$ cat src/adcsb_pkg.sv
// Package for the converter housekeeping block: pin codes, counts and divider figures.
// Assumes a single 40 MHz clock and synchronous active-high reset in every user.
package adcsb_pkg;
   localparam int unsigned NUM_CH = 8;
   localparam int unsigned STARTUP_LOG2 = 18;
   localparam int unsigned STARTUP_CYCLES = 1 << STARTUP_LOG2;
   localparam int unsigned SUPPRESS_CONV = 129;
   localparam logic [1:0] TEST_NORMAL = 2'h0;
   localparam logic [1:0] TEST_PINS = 2'h3;
   localparam logic [2:0] FMT_SPI_A = 3'h0;
   localparam logic [2:0] FMT_SPI_B = 3'h1;
   localparam logic [2:0] FMT_FRAME_A = 3'h3;
   localparam logic [2:0] FMT_FRAME_B = 3'h4;
   localparam logic [2:0] FMT_BITSTREAM = 3'h6;
   localparam logic [1:0] SPEED_0 = 2'h0;
   localparam logic [1:0] SPEED_1 = 2'h1;
   localparam logic [1:0] SPEED_2 = 2'h2;
   localparam logic [1:0] SPEED_3 = 2'h3;
   localparam logic [5:0] DIV_4 = 6'h04;
   localparam logic [5:0] DIV_8 = 6'h08;
   localparam logic [5:0] DIV_40 = 6'h28;
   localparam int unsigned FIFO_DEPTH = 32;
   localparam int unsigned FIFO_WIDTH = 8;
   localparam logic [7:0] DENSITY_POS = 8'hCC;
   localparam logic [7:0] DENSITY_NEG = 8'h33;
   typedef enum logic [1:0] {
      ADCSB_ST_STARTUP = 2'b00,
      ADCSB_ST_SUPPRESS = 2'b01,
      ADCSB_ST_RUN = 2'b10
   } adcsb_state_t;
endpackage

$ cat src/adcsb_fifo.sv
// Synchronous FIFO with parameter width and depth, valid/ready on both sides.
// Assumes one clock and synchronous active-high reset.
`timescale 1ns/1ps
`default_nettype none
module adcsb_fifo #(
   parameter int unsigned WIDTH = 8,
   parameter int unsigned DEPTH = 32
) (
   input wire logic clk,
   input wire logic srst,
   input wire logic [WIDTH-1:0] in_data,
   input wire logic in_valid,
   output logic in_ready,
   output logic [WIDTH-1:0] out_data,
   output logic out_valid,
   input wire logic out_ready
);
   localparam int unsigned AW = $clog2(DEPTH);
   logic [WIDTH-1:0] mem [DEPTH];
   logic [AW-1:0] wr_q, wr_d, rd_q, rd_d;
   logic [AW:0] cnt_q, cnt_d;
   logic push, pop;

   // Pointer and fill-count next values; full and empty follow the count
   always_comb begin
      push = in_valid && in_ready;
      pop = out_valid && out_ready;
      wr_d = push ? wr_q + 1'b1 : wr_q;
      rd_d = pop ? rd_q + 1'b1 : rd_q;
      cnt_d = cnt_q;
      if (push && !pop) begin
         cnt_d = cnt_q + 1'b1;
      end else if (pop && !push) begin
         cnt_d = cnt_q - 1'b1;
      end
   end

   always_ff @(posedge clk) begin
      if (srst) begin
         wr_q <= '0;
         rd_q <= '0;
         cnt_q <= '0;
      end else begin
         wr_q <= wr_d;
         rd_q <= rd_d;
         cnt_q <= cnt_d;
      end
   end

   // Storage has no reset; emptiness guards any stale word
   always_ff @(posedge clk) begin
      if (push) begin
         mem[wr_q] <= in_data;
      end
   end

   assign in_ready = (cnt_q != (AW+1)'(DEPTH));
   assign out_valid = (cnt_q != '0);
   assign out_data = mem[rd_q];
endmodule
`default_nettype wire

$ cat src/adcsb_moddiv.sv
// Modulator clock divider: one-cycle tick and a square clock level.
// Assumes the division ratio changes only while the divider is held idle.
`timescale 1ns/1ps
`default_nettype none
module adcsb_moddiv (
   input wire logic clk,
   input wire logic srst,
   input wire logic run,
   input wire logic [5:0] ratio,
   output logic tick,
   output logic level
);
   logic [5:0] cnt_q, cnt_d;

   // Count 0..ratio-1; the level is high for the first half of each period
   always_comb begin
      cnt_d = '0;
      if (run && (cnt_q != ratio - 6'h01)) begin
         cnt_d = cnt_q + 6'h01;
      end
   end

   always_ff @(posedge clk) begin
      if (srst) begin
         cnt_q <= '0;
      end else begin
         cnt_q <= cnt_d;
      end
   end

   assign tick = run && (cnt_q == ratio - 6'h01);
   assign level = run && (cnt_q < {1'b0, ratio[5:1]});
endmodule
`default_nettype wire

$ cat src/adcsb_top.sv
// Housekeeping logic of an eight-channel converter: start-up sequencing,
// modulator bitstream output and pin continuity test.
// Assumes all pin inputs are synchronous to clk and srst is the global power-on reset.
`timescale 1ns/1ps
`default_nettype none
// Function
// [RULE_01] Supply monitor resets merge into one global reset holding all logic.
// [RULE_02] After reset release, count 2^18 master clocks before converting.
// [RULE_03] Then withhold the first 129 conversion results.
// [RULE_04] SPI style: result ready output stays high during suppression.
// [RULE_05] Frame style: data outputs drive zeros during suppression.
// [RULE_06] Controller should pulse resync once when valid data first appear.
// [RULE_07] Bitstream mode: filter off, each channel bit on its own output.
// [RULE_08] Bitstream mode: shift clock pin outputs modulator clock; readout disabled.
// [RULE_09] Bitstream mode: ready/frame pin is an output without function.
// [RULE_10] Modulator clock divides master clock by 4, 8 or 40 per speed code.
// [RULE_11] Bitstream ones density about 80% at full positive, 20% full negative.
// [RULE_12] Test pins 11 select continuity test; 00 select normal operation.
// [RULE_13] Test codes 01 and 10 must never be applied.
// [RULE_14] Test mode suspends digital pin functions; analog side unaffected.
// [RULE_15] Test mode: channel sleep input n drives data output n.
// [RULE_16] Test mode: speed and style bits drive chain, resync, divider, ready, clock.
// [RULE_17] A dedicated style code selects bitstream output.
// [RULE_18] While start-up counter runs, no data; ready and data stay idle.
// [RULE_19] Style 000/001 is SPI readout; 011/100 is frame readout.
module adcsb_top
   import adcsb_pkg::*;
(
   input wire logic clk,
   input wire logic srst,
   input wire logic [1:0] test_sel,
   input wire logic [2:0] style_sel,
   input wire logic [1:0] speed_sel,
   input wire logic master_divider_select_in,
   input wire logic [NUM_CH-1:0] channel_sleep_in,
   input wire logic chain_in,
   input wire logic resync_in,
   input wire logic shift_clk_in,
   input wire logic frame_strobe_in,
   input wire logic signed [NUM_CH-1:0] [7:0] mod_level_in,
   input wire logic conv_done_in,
   input wire logic [NUM_CH-1:0] conv_bit_in,
   output logic [NUM_CH-1:0] data_out,
   output logic result_ready_out,
   output logic ready_oe,
   output logic shift_clk_out,
   output logic shift_clk_oe,
   output logic chain_out,
   output logic chain_oe,
   output logic resync_out,
   output logic resync_oe,
   output logic master_divider_select_out,
   output logic master_divider_select_oe,
   output logic filter_enable,
   output logic converting
);
   adcsb_state_t st_q, st_d;
   logic [STARTUP_LOG2-1:0] cyc_q, cyc_d;
   logic [7:0] sup_q, sup_d;
   logic test_mode, bitstream, spi_style, frame_style;
   logic [5:0] ratio;
   logic mod_tick, mod_level;
   logic [NUM_CH-1:0] [7:0] acc_q, acc_d;
   logic [NUM_CH-1:0] bits_d;
   logic [NUM_CH-1:0] fifo_out;
   logic fifo_valid, fifo_in_ready;
   logic [NUM_CH-1:0] data_d;
   logic ready_d, ready_oe_d, sclk_d, sclk_oe_d;
   logic chain_d, chain_oe_d, resync_d, resync_oe_d, div_d, div_oe_d;

   // Mode decode; codes 01/10 on the test pins fall back to normal [RULE_12] [RULE_13]
   always_comb begin
      test_mode = (test_sel == TEST_PINS);
      bitstream = !test_mode && (style_sel == FMT_BITSTREAM); // [RULE_17]
      spi_style = (style_sel == FMT_SPI_A) || (style_sel == FMT_SPI_B); // [RULE_19]
      frame_style = (style_sel == FMT_FRAME_A) || (style_sel == FMT_FRAME_B); // [RULE_19]
   end

   // Divide ratio per speed code and divider select [RULE_10]
   always_comb begin
      unique case (speed_sel)
         SPEED_0: ratio = DIV_4;
         SPEED_1: ratio = DIV_4;
         SPEED_2: ratio = master_divider_select_in ? DIV_8 : DIV_4;
         SPEED_3: ratio = master_divider_select_in ? DIV_40 : DIV_8;
      endcase
   end

   // Start-up sequencer: srst is the merged supply reset [RULE_01]
   always_comb begin
      st_d = st_q;
      cyc_d = cyc_q;
      sup_d = sup_q;
      unique case (st_q)
         ADCSB_ST_STARTUP: begin
            cyc_d = cyc_q + 1'b1; // [RULE_02]
            if (cyc_q == STARTUP_LOG2'(STARTUP_CYCLES - 1)) begin
               st_d = ADCSB_ST_SUPPRESS;
            end
         end
         ADCSB_ST_SUPPRESS: begin
            if (conv_done_in) begin
               sup_d = sup_q + 8'h01; // [RULE_03]
               if (sup_q == 8'(SUPPRESS_CONV - 1)) begin
                  st_d = ADCSB_ST_RUN;
               end
            end
         end
         ADCSB_ST_RUN: st_d = ADCSB_ST_RUN;
         default: st_d = ADCSB_ST_STARTUP;
      endcase
   end

   always_ff @(posedge clk) begin
      if (srst) begin
         st_q <= ADCSB_ST_STARTUP;
         cyc_q <= '0;
         sup_q <= '0;
      end else begin
         st_q <= st_d;
         cyc_q <= cyc_d;
         sup_q <= sup_d;
      end
   end

   adcsb_moddiv u_div (
      .clk(clk),
      .srst(srst),
      .run(bitstream && (st_q != ADCSB_ST_STARTUP)),
      .ratio(ratio),
      .tick(mod_tick),
      .level(mod_level)
   );

   // First-order modulator per channel: overflow of the accumulator is the bit.
   // Level offset maps full scale onto roughly 80%/20% ones density [RULE_11]
   always_comb begin
      acc_d = acc_q;
      bits_d = '0;
      for (int i = 0; i < NUM_CH; i++) begin
         logic [8:0] sum;
         logic [7:0] dens;
         sum = '0;
         dens = '0;
         dens = 8'(9'sd128 + 9'(($signed(mod_level_in[i]) * 3) / 5));
         sum = {1'b0, acc_q[i]} + {1'b0, dens};
         bits_d[i] = sum[8];
         if (mod_tick) begin
            acc_d[i] = sum[7:0];
         end
      end
   end

   always_ff @(posedge clk) begin
      if (srst) begin
         acc_q <= '0;
      end else begin
         acc_q <= acc_d;
      end
   end

   // Bit vectors buffered toward the pins; pins stall draining between ticks
   adcsb_fifo #(.WIDTH(FIFO_WIDTH), .DEPTH(FIFO_DEPTH)) u_fifo (
      .clk(clk),
      .srst(srst),
      .in_data(bits_d),
      .in_valid(mod_tick),
      .in_ready(fifo_in_ready),
      .out_data(fifo_out),
      .out_valid(fifo_valid),
      .out_ready(mod_tick)
   );

   // Push and pop share the tick, so the buffer must never be found full
   chk_fifo_room: assert property (@(posedge clk) disable iff (srst)
      mod_tick |-> fifo_in_ready)
      else $error("bit buffer full at tick"); // [RULE_07]

   // Pin multiplexing for normal, bitstream and test modes
   always_comb begin
      data_d = '0;
      ready_d = 1'b1;
      ready_oe_d = spi_style;
      sclk_d = 1'b0;
      sclk_oe_d = 1'b0;
      chain_d = 1'b0;
      chain_oe_d = 1'b0;
      resync_d = 1'b0;
      resync_oe_d = 1'b0;
      div_d = 1'b0;
      div_oe_d = 1'b0;
      if (test_mode) begin
         data_d = channel_sleep_in; // [RULE_15] [RULE_14]
         chain_d = speed_sel[0]; // [RULE_16]
         chain_oe_d = 1'b1;
         resync_d = speed_sel[1]; // [RULE_16]
         resync_oe_d = 1'b1;
         div_d = style_sel[0]; // [RULE_16]
         div_oe_d = 1'b1;
         ready_d = style_sel[1]; // [RULE_16]
         ready_oe_d = 1'b1;
         sclk_d = style_sel[2]; // [RULE_16]
         sclk_oe_d = 1'b1;
      end else if (bitstream) begin
         ready_d = 1'b0; // [RULE_09]
         ready_oe_d = 1'b1;
         sclk_d = mod_level; // [RULE_08]
         sclk_oe_d = 1'b1;
         if (fifo_valid) begin
            data_d = fifo_out; // [RULE_07]
         end
      end else if (st_q == ADCSB_ST_RUN) begin
         data_d = conv_bit_in & ~channel_sleep_in;
         ready_d = !conv_done_in;
      end else begin
         data_d = '0; // [RULE_05] [RULE_18]
         ready_d = 1'b1; // [RULE_04] [RULE_18]
      end
   end

   // Outputs all registered
   always_ff @(posedge clk) begin
      if (srst) begin
         data_out <= '0;
         result_ready_out <= 1'b1;
         ready_oe <= 1'b0;
         shift_clk_out <= 1'b0;
         shift_clk_oe <= 1'b0;
         chain_out <= 1'b0;
         chain_oe <= 1'b0;
         resync_out <= 1'b0;
         resync_oe <= 1'b0;
         master_divider_select_out <= 1'b0;
         master_divider_select_oe <= 1'b0;
         filter_enable <= 1'b0;
         converting <= 1'b0;
      end else begin
         data_out <= data_d;
         result_ready_out <= ready_d;
         ready_oe <= ready_oe_d;
         shift_clk_out <= sclk_d;
         shift_clk_oe <= sclk_oe_d;
         chain_out <= chain_d;
         chain_oe <= chain_oe_d;
         resync_out <= resync_d;
         resync_oe <= resync_oe_d;
         master_divider_select_out <= div_d;
         master_divider_select_oe <= div_oe_d;
         filter_enable <= !bitstream && !test_mode && (st_q != ADCSB_ST_STARTUP); // [RULE_07]
         converting <= (st_q != ADCSB_ST_STARTUP);
      end
   end

   // No data leaves before the start-up count completes, except the test-mode loopback
   chk_startup_idle: assert property (@(posedge clk) disable iff (srst)
      (st_q == ADCSB_ST_STARTUP && !test_mode && !bitstream) |=> (data_out == '0))
      else $error("data left during start-up"); // [RULE_18]
   chk_spi_ready_high: assert property (@(posedge clk) disable iff (srst)
      (st_q == ADCSB_ST_SUPPRESS && !test_mode && !bitstream) |=> result_ready_out)
      else $error("ready low during suppression"); // [RULE_04]
   chk_frame_zero: assert property (@(posedge clk) disable iff (srst)
      (st_q != ADCSB_ST_RUN && frame_style && !test_mode) |=> (data_out == '0))
      else $error("frame data nonzero while suppressed"); // [RULE_05]
   chk_startup_length: assert property (@(posedge clk) disable iff (srst)
      (st_q == ADCSB_ST_STARTUP && st_d == ADCSB_ST_SUPPRESS) |-> (&cyc_q))
      else $error("start-up count wrong"); // [RULE_02]
   chk_suppress_count: assert property (@(posedge clk) disable iff (srst)
      (st_q == ADCSB_ST_SUPPRESS && st_d == ADCSB_ST_RUN) |-> (sup_q == 8'h80 && conv_done_in))
      else $error("suppression count wrong"); // [RULE_03]
   chk_test_loop: assert property (@(posedge clk) disable iff (srst)
      test_mode |=> (data_out == $past(channel_sleep_in)) && chain_oe && shift_clk_oe)
      else $error("test loopback wrong"); // [RULE_15]
   chk_test_pairs: assert property (@(posedge clk) disable iff (srst)
      test_mode |=> (chain_out == $past(speed_sel[0])) && (shift_clk_out == $past(style_sel[2])))
      else $error("test pin pair wrong"); // [RULE_16]
   chk_bits_sclk_out: assert property (@(posedge clk) disable iff (srst)
      bitstream |=> shift_clk_oe && ready_oe && !filter_enable)
      else $error("bitstream pin roles wrong"); // [RULE_08]
   chk_div_ratio: assert property (@(posedge clk) disable iff (srst)
      (bitstream && speed_sel == SPEED_3 && master_divider_select_in && mod_tick)
         |=> !mod_tick [*8])
      else $error("modulator tick too early"); // [RULE_10]
endmodule
`default_nettype wire

$ cat config.mk
export PLATFORM = sky130hd
export DESIGN_NAME = adcsb_top
export DESIGN_NICKNAME = d
export VERILOG_FILES = /design/src/adcsb_pkg.sv /design/src/adcsb_fifo.sv /design/src/adcsb_moddiv.sv /design/src/adcsb_top.sv
export SDC_FILE = /design/constraint.sdc
export NUM_CORES = 1
export LEC_CHECK = 0
export BUFFER_PORTS_ARGS = -buffer_cell sky130_fd_sc_hd__buf_2
export CAP_MARGIN = 15
export CELL_PAD_IN_SITES_DETAIL_PLACEMENT = 1
export CELL_PAD_IN_SITES_GLOBAL_PLACEMENT = 1
export CORE_MARGIN = 2
export CORE_UTILIZATION = 25
export CTS_BUF_LIST = sky130_fd_sc_hd__clkbuf_16
export CTS_CLUSTER_SIZE = 10
export DETAILED_ROUTE_END_ITERATION = 8
export PLACE_DENSITY = 0.56
export SETUP_SLACK_MARGIN = 0.5
export SYNTH_ARGS = -nofsm -noshare
export SYNTH_HDL_FRONTEND = slang
export SYNTH_SLANG_ARGS = --single-unit
$ cat constraint.sdc
create_clock -name clk -period 14.3 [get_ports clk]
set_input_delay 2.86 -clock clk [delete_from_list [all_inputs] [get_ports clk]]
set_output_delay 2.86 -clock clk [all_outputs]
set_load 0.02 [all_outputs]
# After elaboration in Yosys (flattened, before gate mapping)
# Memories as Yosys holds them, arrays and structs flattened. A register that Yosys moved wholly into a read port is not among the register bits.
# Cells that the tools add are included.
[op_classes] add_sub_neg=24 multipliers=8 n_div=8 magnitude_cmp=1 n_eq_ne=16 shift=0 muxes=27 bitwise=4 n_reduce_logical=28
[ops] op="32-bit by 4-bit divider with 32-bit output, second input constant" count=8
[ops] op="8-bit by 3-bit multiplier with 11-bit output, second input constant" count=8
[ops] op="8-bit by 8-bit adder with 9-bit output" count=8
[ops] op="8-bit adder, first input constant" count=8
[ops] op="8-bit 2-to-1 mux" count=4
[ops] op="18-bit by 1-bit adder with 18-bit output, second input constant" count=1
[ops] op="18-bit equality test, second input constant" count=1
[ops] op="6-bit 2-to-1 mux" count=3
[ops] op="6-bit case mux with 3 select lines" count=1
[ops] op="6-bit by 1-bit adder with 6-bit output, second input constant" count=2
[ops] op="1-bit 2-to-1 mux" count=12
[ops] op="6-bit by 1-bit subtractor with 6-bit output, second input constant" count=2
[ops] op="1-bit logical AND" count=11
[ops] op="5-bit by 1-bit adder with 5-bit output, second input constant" count=2
[ops] op="5-bit 2-to-1 mux" count=2
[ops] op="8-bit by 1-bit adder with 8-bit output, second input constant" count=1
[ops] op="8-bit AND" count=1
[ops] op="2-bit equality test, second input constant" count=4
[ops] op="8-bit equality test, second input constant" count=1
[ops] op="8-bit inverter" count=1
[ops] op="6-bit equality test" count=1
[ops] op="6-bit by 5-bit less-than comparator with 1-bit output" count=1
[ops] op="2-bit 2-to-1 mux" count=3
[ops] op="2-bit inequality test, second input constant" count=3
[ops] op="other kinds (17)" count=27
[word_totals] ff_bits=132 latch_bits=0 ram_bits=256 mem_bits_ro=0 in_bits=95 output_inout_bits=20 word_cells=143 mem_count=1
[memory_table] name="u_fifo.mem" words=32 width=8 read_ports=1 rd_clocked_by_memory_dff=1 wr=1 line_no="adcsb_fifo.sv:19" source="logic [WIDTH-1:0] mem [DEPTH];"

# Depth between registers and ports, before layout
[depth] ltp_word=11 ltp_mapped=40 depth_no_buf=37

# Cells and area by module
# A second synthesis with hierarchy kept.
[unflattened] cells_unflattened=3470 hier_area_um2=32058.2
[modules_own_cells] module="adcsb_top" instances=1 cells_per_inst=2783 area_each_um2=20457.1 seq_area_each_um2=2202.1
[modules_own_cells] module="adcsb_fifo" instances=1 cells_per_inst=626 area_each_um2=11095.6 seq_area_each_um2=8107.8
[modules_own_cells] module="adcsb_moddiv" instances=1 cells_per_inst=61 area_each_um2=505.5 seq_area_each_um2=120.1

# Worst setup path before layout
# No wires, ideal clock.
[synth_timing] path_kind="input-to-reg" start="input mod_level_in[1] (netlist name)" end="memory u_fifo.mem[0][0], data pin" setup_time_ns=0.397 arrival_ns=10.749 required_time_ns=13.903 slack_ns=3.154 path_stages=36 n_path_buf=0 cell_sequence="ha_1 > ha_1 > fa_1 > xnor2_2 > nand3_1 > o21bai_1 > o31ai_1 > mux2_2 > o21ai_0 > mux2i_1 > o21a_1 > maj3_1 > nand2_1 > o311a_1 > xor2_1 > ha_1 > nor3_1 > and3_1 > a2111oi_2 > and2_2 > nor4_1 > a211o_1 > or2_1 > a31oi_1 > ha_1 > nand2_1 > o21ai_0 > fa_1 > a21o_1 > a21o_1 > a21oi_1 > nor2_1 > nor2_1 > nor2b_1 > o21ai_0 > nand2b_1"
[synth_via] elab_chain_cells=4
[synth_lines] item="from (decl)" line_no="adcsb_top.sv:40" source="input wire logic signed [NUM_CH-1:0] [7:0] mod_level_in,"
[synth_lines] item="8-bit by 3-bit multiplier with 11-bit output" line_no="adcsb_top.sv:145" source="dens = 8'(9'sd128 + 9'(($signed(mod_level_in[i]) * 3) / 5));"
[synth_lines] item="32-bit by 4-bit divider with 32-bit output" line_no="adcsb_top.sv:145"
[synth_lines] item="8-bit adder" line_no="adcsb_top.sv:145"
[synth_lines] item="8-bit by 8-bit adder with 9-bit output" line_no="adcsb_top.sv:146" source="sum = {1'b0, acc_q[i]} + {1'b0, dens};"
[synth_lines] item="named net bits_d[0]" line_no="adcsb_top.sv:64" source="logic [NUM_CH-1:0] bits_d;"
[synth_lines] item="to (decl)" line_no="adcsb_fifo.sv:19"
# The timed path passes the listed nets, and every way through them passes these cells.

# Worst setup path in the final report
[layout_timing] start="input mod_level_in[9] (netlist name)" end="memory u_fifo.mem[2][1], data pin"
# The elaborated chain is that of the path after synthesis.

==> flow_summary.rst <==
.. list-table::
   :header-rows: 1

   * - Metric
     - Value
   * - Result of the run
     - finished, final reports clean
   * - Die boundary height
     - 361 um
   * - Start of the worst register-to-register path
     - u_div.cnt_q[5]
   * - EDFF count, synth
     - around 260
   * - Routability cong.
     - about 0.8
   * - Maximum number of pins on one net before global-route repair
     - 70
   * - Comb pwr share
     - 60.2%
   * - Synth warn
     - 0
   * - Count of placed standard cells in the final layout, fillers left out
     - between 5000 and 6000
   * - Biggest fanout along the worst timing path
     - 32
   * - Total number of nets in the final design
     - between 3000 and 4000
   * - Synth Net Count
     - 3800
   * - Switching Fraction
     - approximately 45%
   * - Final critical path time including I/O delays and setup
     - 12140 ps
   * - Max cap viols
     - 0
   * - DP Wirelength
     - roughly 65000 um
   * - Clock transition at the register clock pins on the worst setup and hold paths after CTS
     - about 60 ps
   * - Number of clock sinks seen by CTS
     - between 300 and 400
   * - Register-to-Register Setup Slack
     - slightly below 10000 ps
   * - Required time of the critical path
     - approximately 15000 ps
   * - Share of post-route cells with drive strength above 1
     - ~12%
   * - Global-route total usage across every layer
     - 13.2%
   * - Die footprint
     - between 0.1 and 0.15 mm2
   * - Kind of cell adding the most delay to the critical path
     - compound AO/OA/AOI/OAI gates
   * - Worst R2R Path Depth
     - 17
   * - Via count of the first global-routing pass
     - about 27000
   * - Overall routed net length
     - just under 90000 um
   * - Die span in x
     - 361 um
   * - Sw power
     - around 2600 uW
   * - Routed wirelength normalized by instance count
     - between 15 and 20 um
   * - FFs w/ async S/R, synth
     - 0%
   * - Endpoint of the worst-slack reg-to-reg timing path
     - u_fifo.cnt_q[5]
   * - H-Tree Level Count
     - 2
   * - Number of violations reported at the end of detailed-routing iteration 0
     - about 1200
   * - Capturing element type of the critical path
     - register
   * - Post-route met1 wirelength
     - around 44000 um
   * - Antenna-violating nets left
     - 0
   * - Ratio of total power to cell area
     - ~160 mW/mm2
   * - Global-route congestion overflow total
     - 0
   * - CTS tree
     - done
   * - Count leader, synth
     - nor2_1
   * - List of most frequent post-synthesis cells
     - 382 x nor2_1, 303 x nand2_1, 256 x a21oi_1, 256 x edfxtp_1, 228 x ha_1
   * - Type of the tightest min-delay check
     - reg2reg
   * - Number of setup buffers added after CTS
     - 0
   * - Largest area contributor in the netlist
     - edfxtp_1
   * - Starting Density
     - 25.1%
   * - Worst-case clock buffer depth
     - 3
   * - Post-synthesis cell type count
     - between 100 and 150
   * - Sum Neg Setup Slack
     - 0 ps
   * - Core ar.
     - between 0.1 and 0.15 mm2
   * - Wire length of the first global-routing pass
     - approximately 150000 um
   * - Endpoint with the worst hold slack
     - u_div.cnt_q[0]
   * - Final hold violation count
     - 0
   * - Unrepaired setup endpoints after global routing
     - no
   * - Number of max-slew violations in the final report
     - 0
   * - Setup Crit Path Kind
     - in2reg
   * - Buffers & Inverters on Critical Path
     - 3
   * - Count of buffers from port buffering
     - 110
   * - Critical hold path startpoint
     - u_div.cnt_q[0]
   * - Peak per-stage delay on the critical path
     - roughly 960 ps
   * - Master of the slowest instance on the critical path
     - o221ai_1
   * - Clk_lat worst skew
     - ~600 ps
   * - Cell types with the largest area share after synthesis
     - edfxtp_1 24%, ha_1 8.9%, dfxtp_1 8.6%
   * - Wire length on met2
     - a little over 40000 um
   * - Number of antenna violations at the first check in global routing
     - 3
   * - Slew at the pin closest to its max-slew limit
     - about 1200 ps
   * - Number of top-level design ports
     - between 100 and 150
   * - Met3 wire len
     - 2360 um
   * - Flop pwr share
     - 20.3%
   * - Sequential fraction of the synthesis area
     - between 30% and 40%
   * - Part of the power in the clock network
     - between 10% and 20%
   * - Vias after detailed routing
     - ~27000
   * - Syn avg cell area
     - slightly above 9 um2
   * - Netlist Area Pre-Place
     - 0.0319 mm2
   * - Area fraction of the dominant cell type after synthesis
     - about a quarter
   * - Vias per Instance
     - a little over 5
   * - Uppermost layer routed
     - met5
   * - Std-Cell Rows
     - roughly 130
   * - Clk Tree Root Cell
     - clkbuf_16
   * - Worst EP arrival
     - ~12000 ps
   * - Setup violators final
     - 0
   * - Type of origin of the critical path
     - input pin
   * - Number of cells upsized or downsized after cts
     - 0
   * - Cell leakage power
     - between 0.01 and 0.015 uW
   * - Highest attainable clock frequency
     - roughly 82 MHz
   * - Clock Skew
     - roughly 29 ps
   * - Remaining max-slew budget at the tightest pin
     - a little under 20%
   * - Internal
     - roughly 3300 uW
   * - Cts bufs inserted
     - a little under 50
   * - Fillcell total
     - ~15000
   * - Fin crit share
     - between 80% and 90%
   * - Most used DFF post-synth
     - edfxtp_1
   * - Detailed-router iteration count before antenna repair
     - 5
   * - Max IR drop VDD
     - about 0.000081 V
   * - Number of cells produced by synthesis
     - ~3500
   * - Number of instances in the placed design
     - about 5100
   * - Worst Hold Depth
     - 1
   * - Number of synthesized register bits
     - just under 400
   * - DRC violations left
     - 0
   * - Total Power Consumption
     - 5900 uW
   * - Number of hold buffers added after CTS
     - 0
   * - Area growth syn-to-layout
     - 12.1%
==> final cells by class <==
class	count	area, um2	area share, %
well taps	1662	2080	5.81
diodes	1	2.50	0.00699
multi-input cells	2823	20500	57.3
repair buffers	160	928	2.59
flip-flops and latches	393	10400	29.1
inverters	86	323	0.902
clock inverters	42	280	0.783
clock buffers	49	1230	3.42
==> state kept, by name, summed over array words and instances, names as in the netlist, named ones only <==
signal	count
u_fifo.rd_q	5
shift_clk_out	1
u_fifo.mem	256
chain_out	1
u_fifo.wr_q	5
data_out	8
st_q	2
shift_clk_oe	1
resync_out	1
acc_q	64
filter_enable	1
ready_oe	1
master_divider_select_oe	1
cyc_q	18
result_ready_out	1
master_divider_select_out	1
converting	1
sup_q	8
u_fifo.cnt_q	6
u_div.cnt_q	6
==> power by group through the flow <==
| stage | clock (uW) | sequential, uW | combinational, uW |
|---|---|---|---|
| 2_1_floorplan | 0 | 1220 | 2800 |
| 3_3_place_gp | 0 | 1220 | 3500 |
| 3_5_place_dp | 0 | 1220 | 3550 |
| 4_1_cts | 1190 | 1200 | 3570 |
| 5_1_grt | 1230 | 1200 | 4030 |
| 6_report | 1150 | 1200 | 3550 |
==> cells in the final DEF, fill, tap and decap left out, types with 19 or more instances in the layout <==
master     netlist  final
buf_4            3     51
o21a_1          26     26
o21ai_0        170    170
nand3_1         95     95
xor2_1          79     79
nor4_1          28     28
buf_2           21    109
nor2b_1         19     19
mux2_2          22     22
nor2_1         382    382
clkbuf_16        0     49
dfxtp_1        137    135
ha_1           228    228
xnor2_1        183    183
nand4_1         27     27
nor3_1          93     91
and2_1          24     24
o211ai_1        36     36
o21bai_1        21     21
nand2b_1        25     25
nor3b_1         19     19
or3_1           28     27
nand2_1        303    303
mux2i_1         34     34
inv_1           86    111
a21o_1          83     83
a21oi_1        256    256
and3_1          28     28
edfxtp_1       256    256
or2_2           29     29
a211oi_1        53     53
o31ai_1         22     22
a31oi_1         46     46
mux4_2          80     80
==> worst max path at each step <==
| stage | start | endpoint | slack, ps | cells past startpoint |
|---|---|---|---|---|
| after global placement | mod_level_in[9] | u_fifo.mem[0][1] | 1690 | 37 |
| after CTS | mod_level_in[9] | u_fifo.mem[2][1] | 2130 | 37 |
| after global routing | mod_level_in[9] | u_fifo.mem[2][1] | 1380 | 37 |
| after floorplan | mod_level_in[1] | u_fifo.mem[0][0] | 3150 | 36 |
| after detailed placement | mod_level_in[9] | u_fifo.mem[2][1] | 1550 | 37 |
| final | mod_level_in[9] | u_fifo.mem[2][1] | 2160 | 37 |
==> logic make-up after synthesis <==
| kind of cell | share of synthesized area (%) |
|---|---|
| AO/OA/AOI/OAI | 21.4 |
| XOR/XNOR | 7.63 |
| adder cells (fa/ha/maj) | 10.2 |
| buffers and inverters | 3.08 |
| flip-flops | 32.7 |
| multiplexers | 7.57 |
| AND/OR/NAND/NOR | 17.5 |
==> stage by stage <==
step	hold WS (ps)	setup WS, ps	instance area [um2]	utilization, %
6_report	449	2160	35800	28.2
5_1_grt	477	1380	35800	28.2
4_1_cts	459	2130	35800	28.1
3_5_place_dp	447	1550	34300	27.0
3_3_place_gp	434	1690	34300	27.0
2_1_floorplan	418	3150	31900	-
==> routing by layer <==
| layer | global-route usage, % | vias to the layer above |
|---|---|---|
| met5 | 0 | - |
| met4 | 2.67 | 4 |
| met3 | 1.44 | 72 |
| met2 | 22.0 | 277 |
| met1 | 18.4 | 13000 |
| li1 | - | 13200 |
Note: power is estimated with default switching activity, not from simulation.
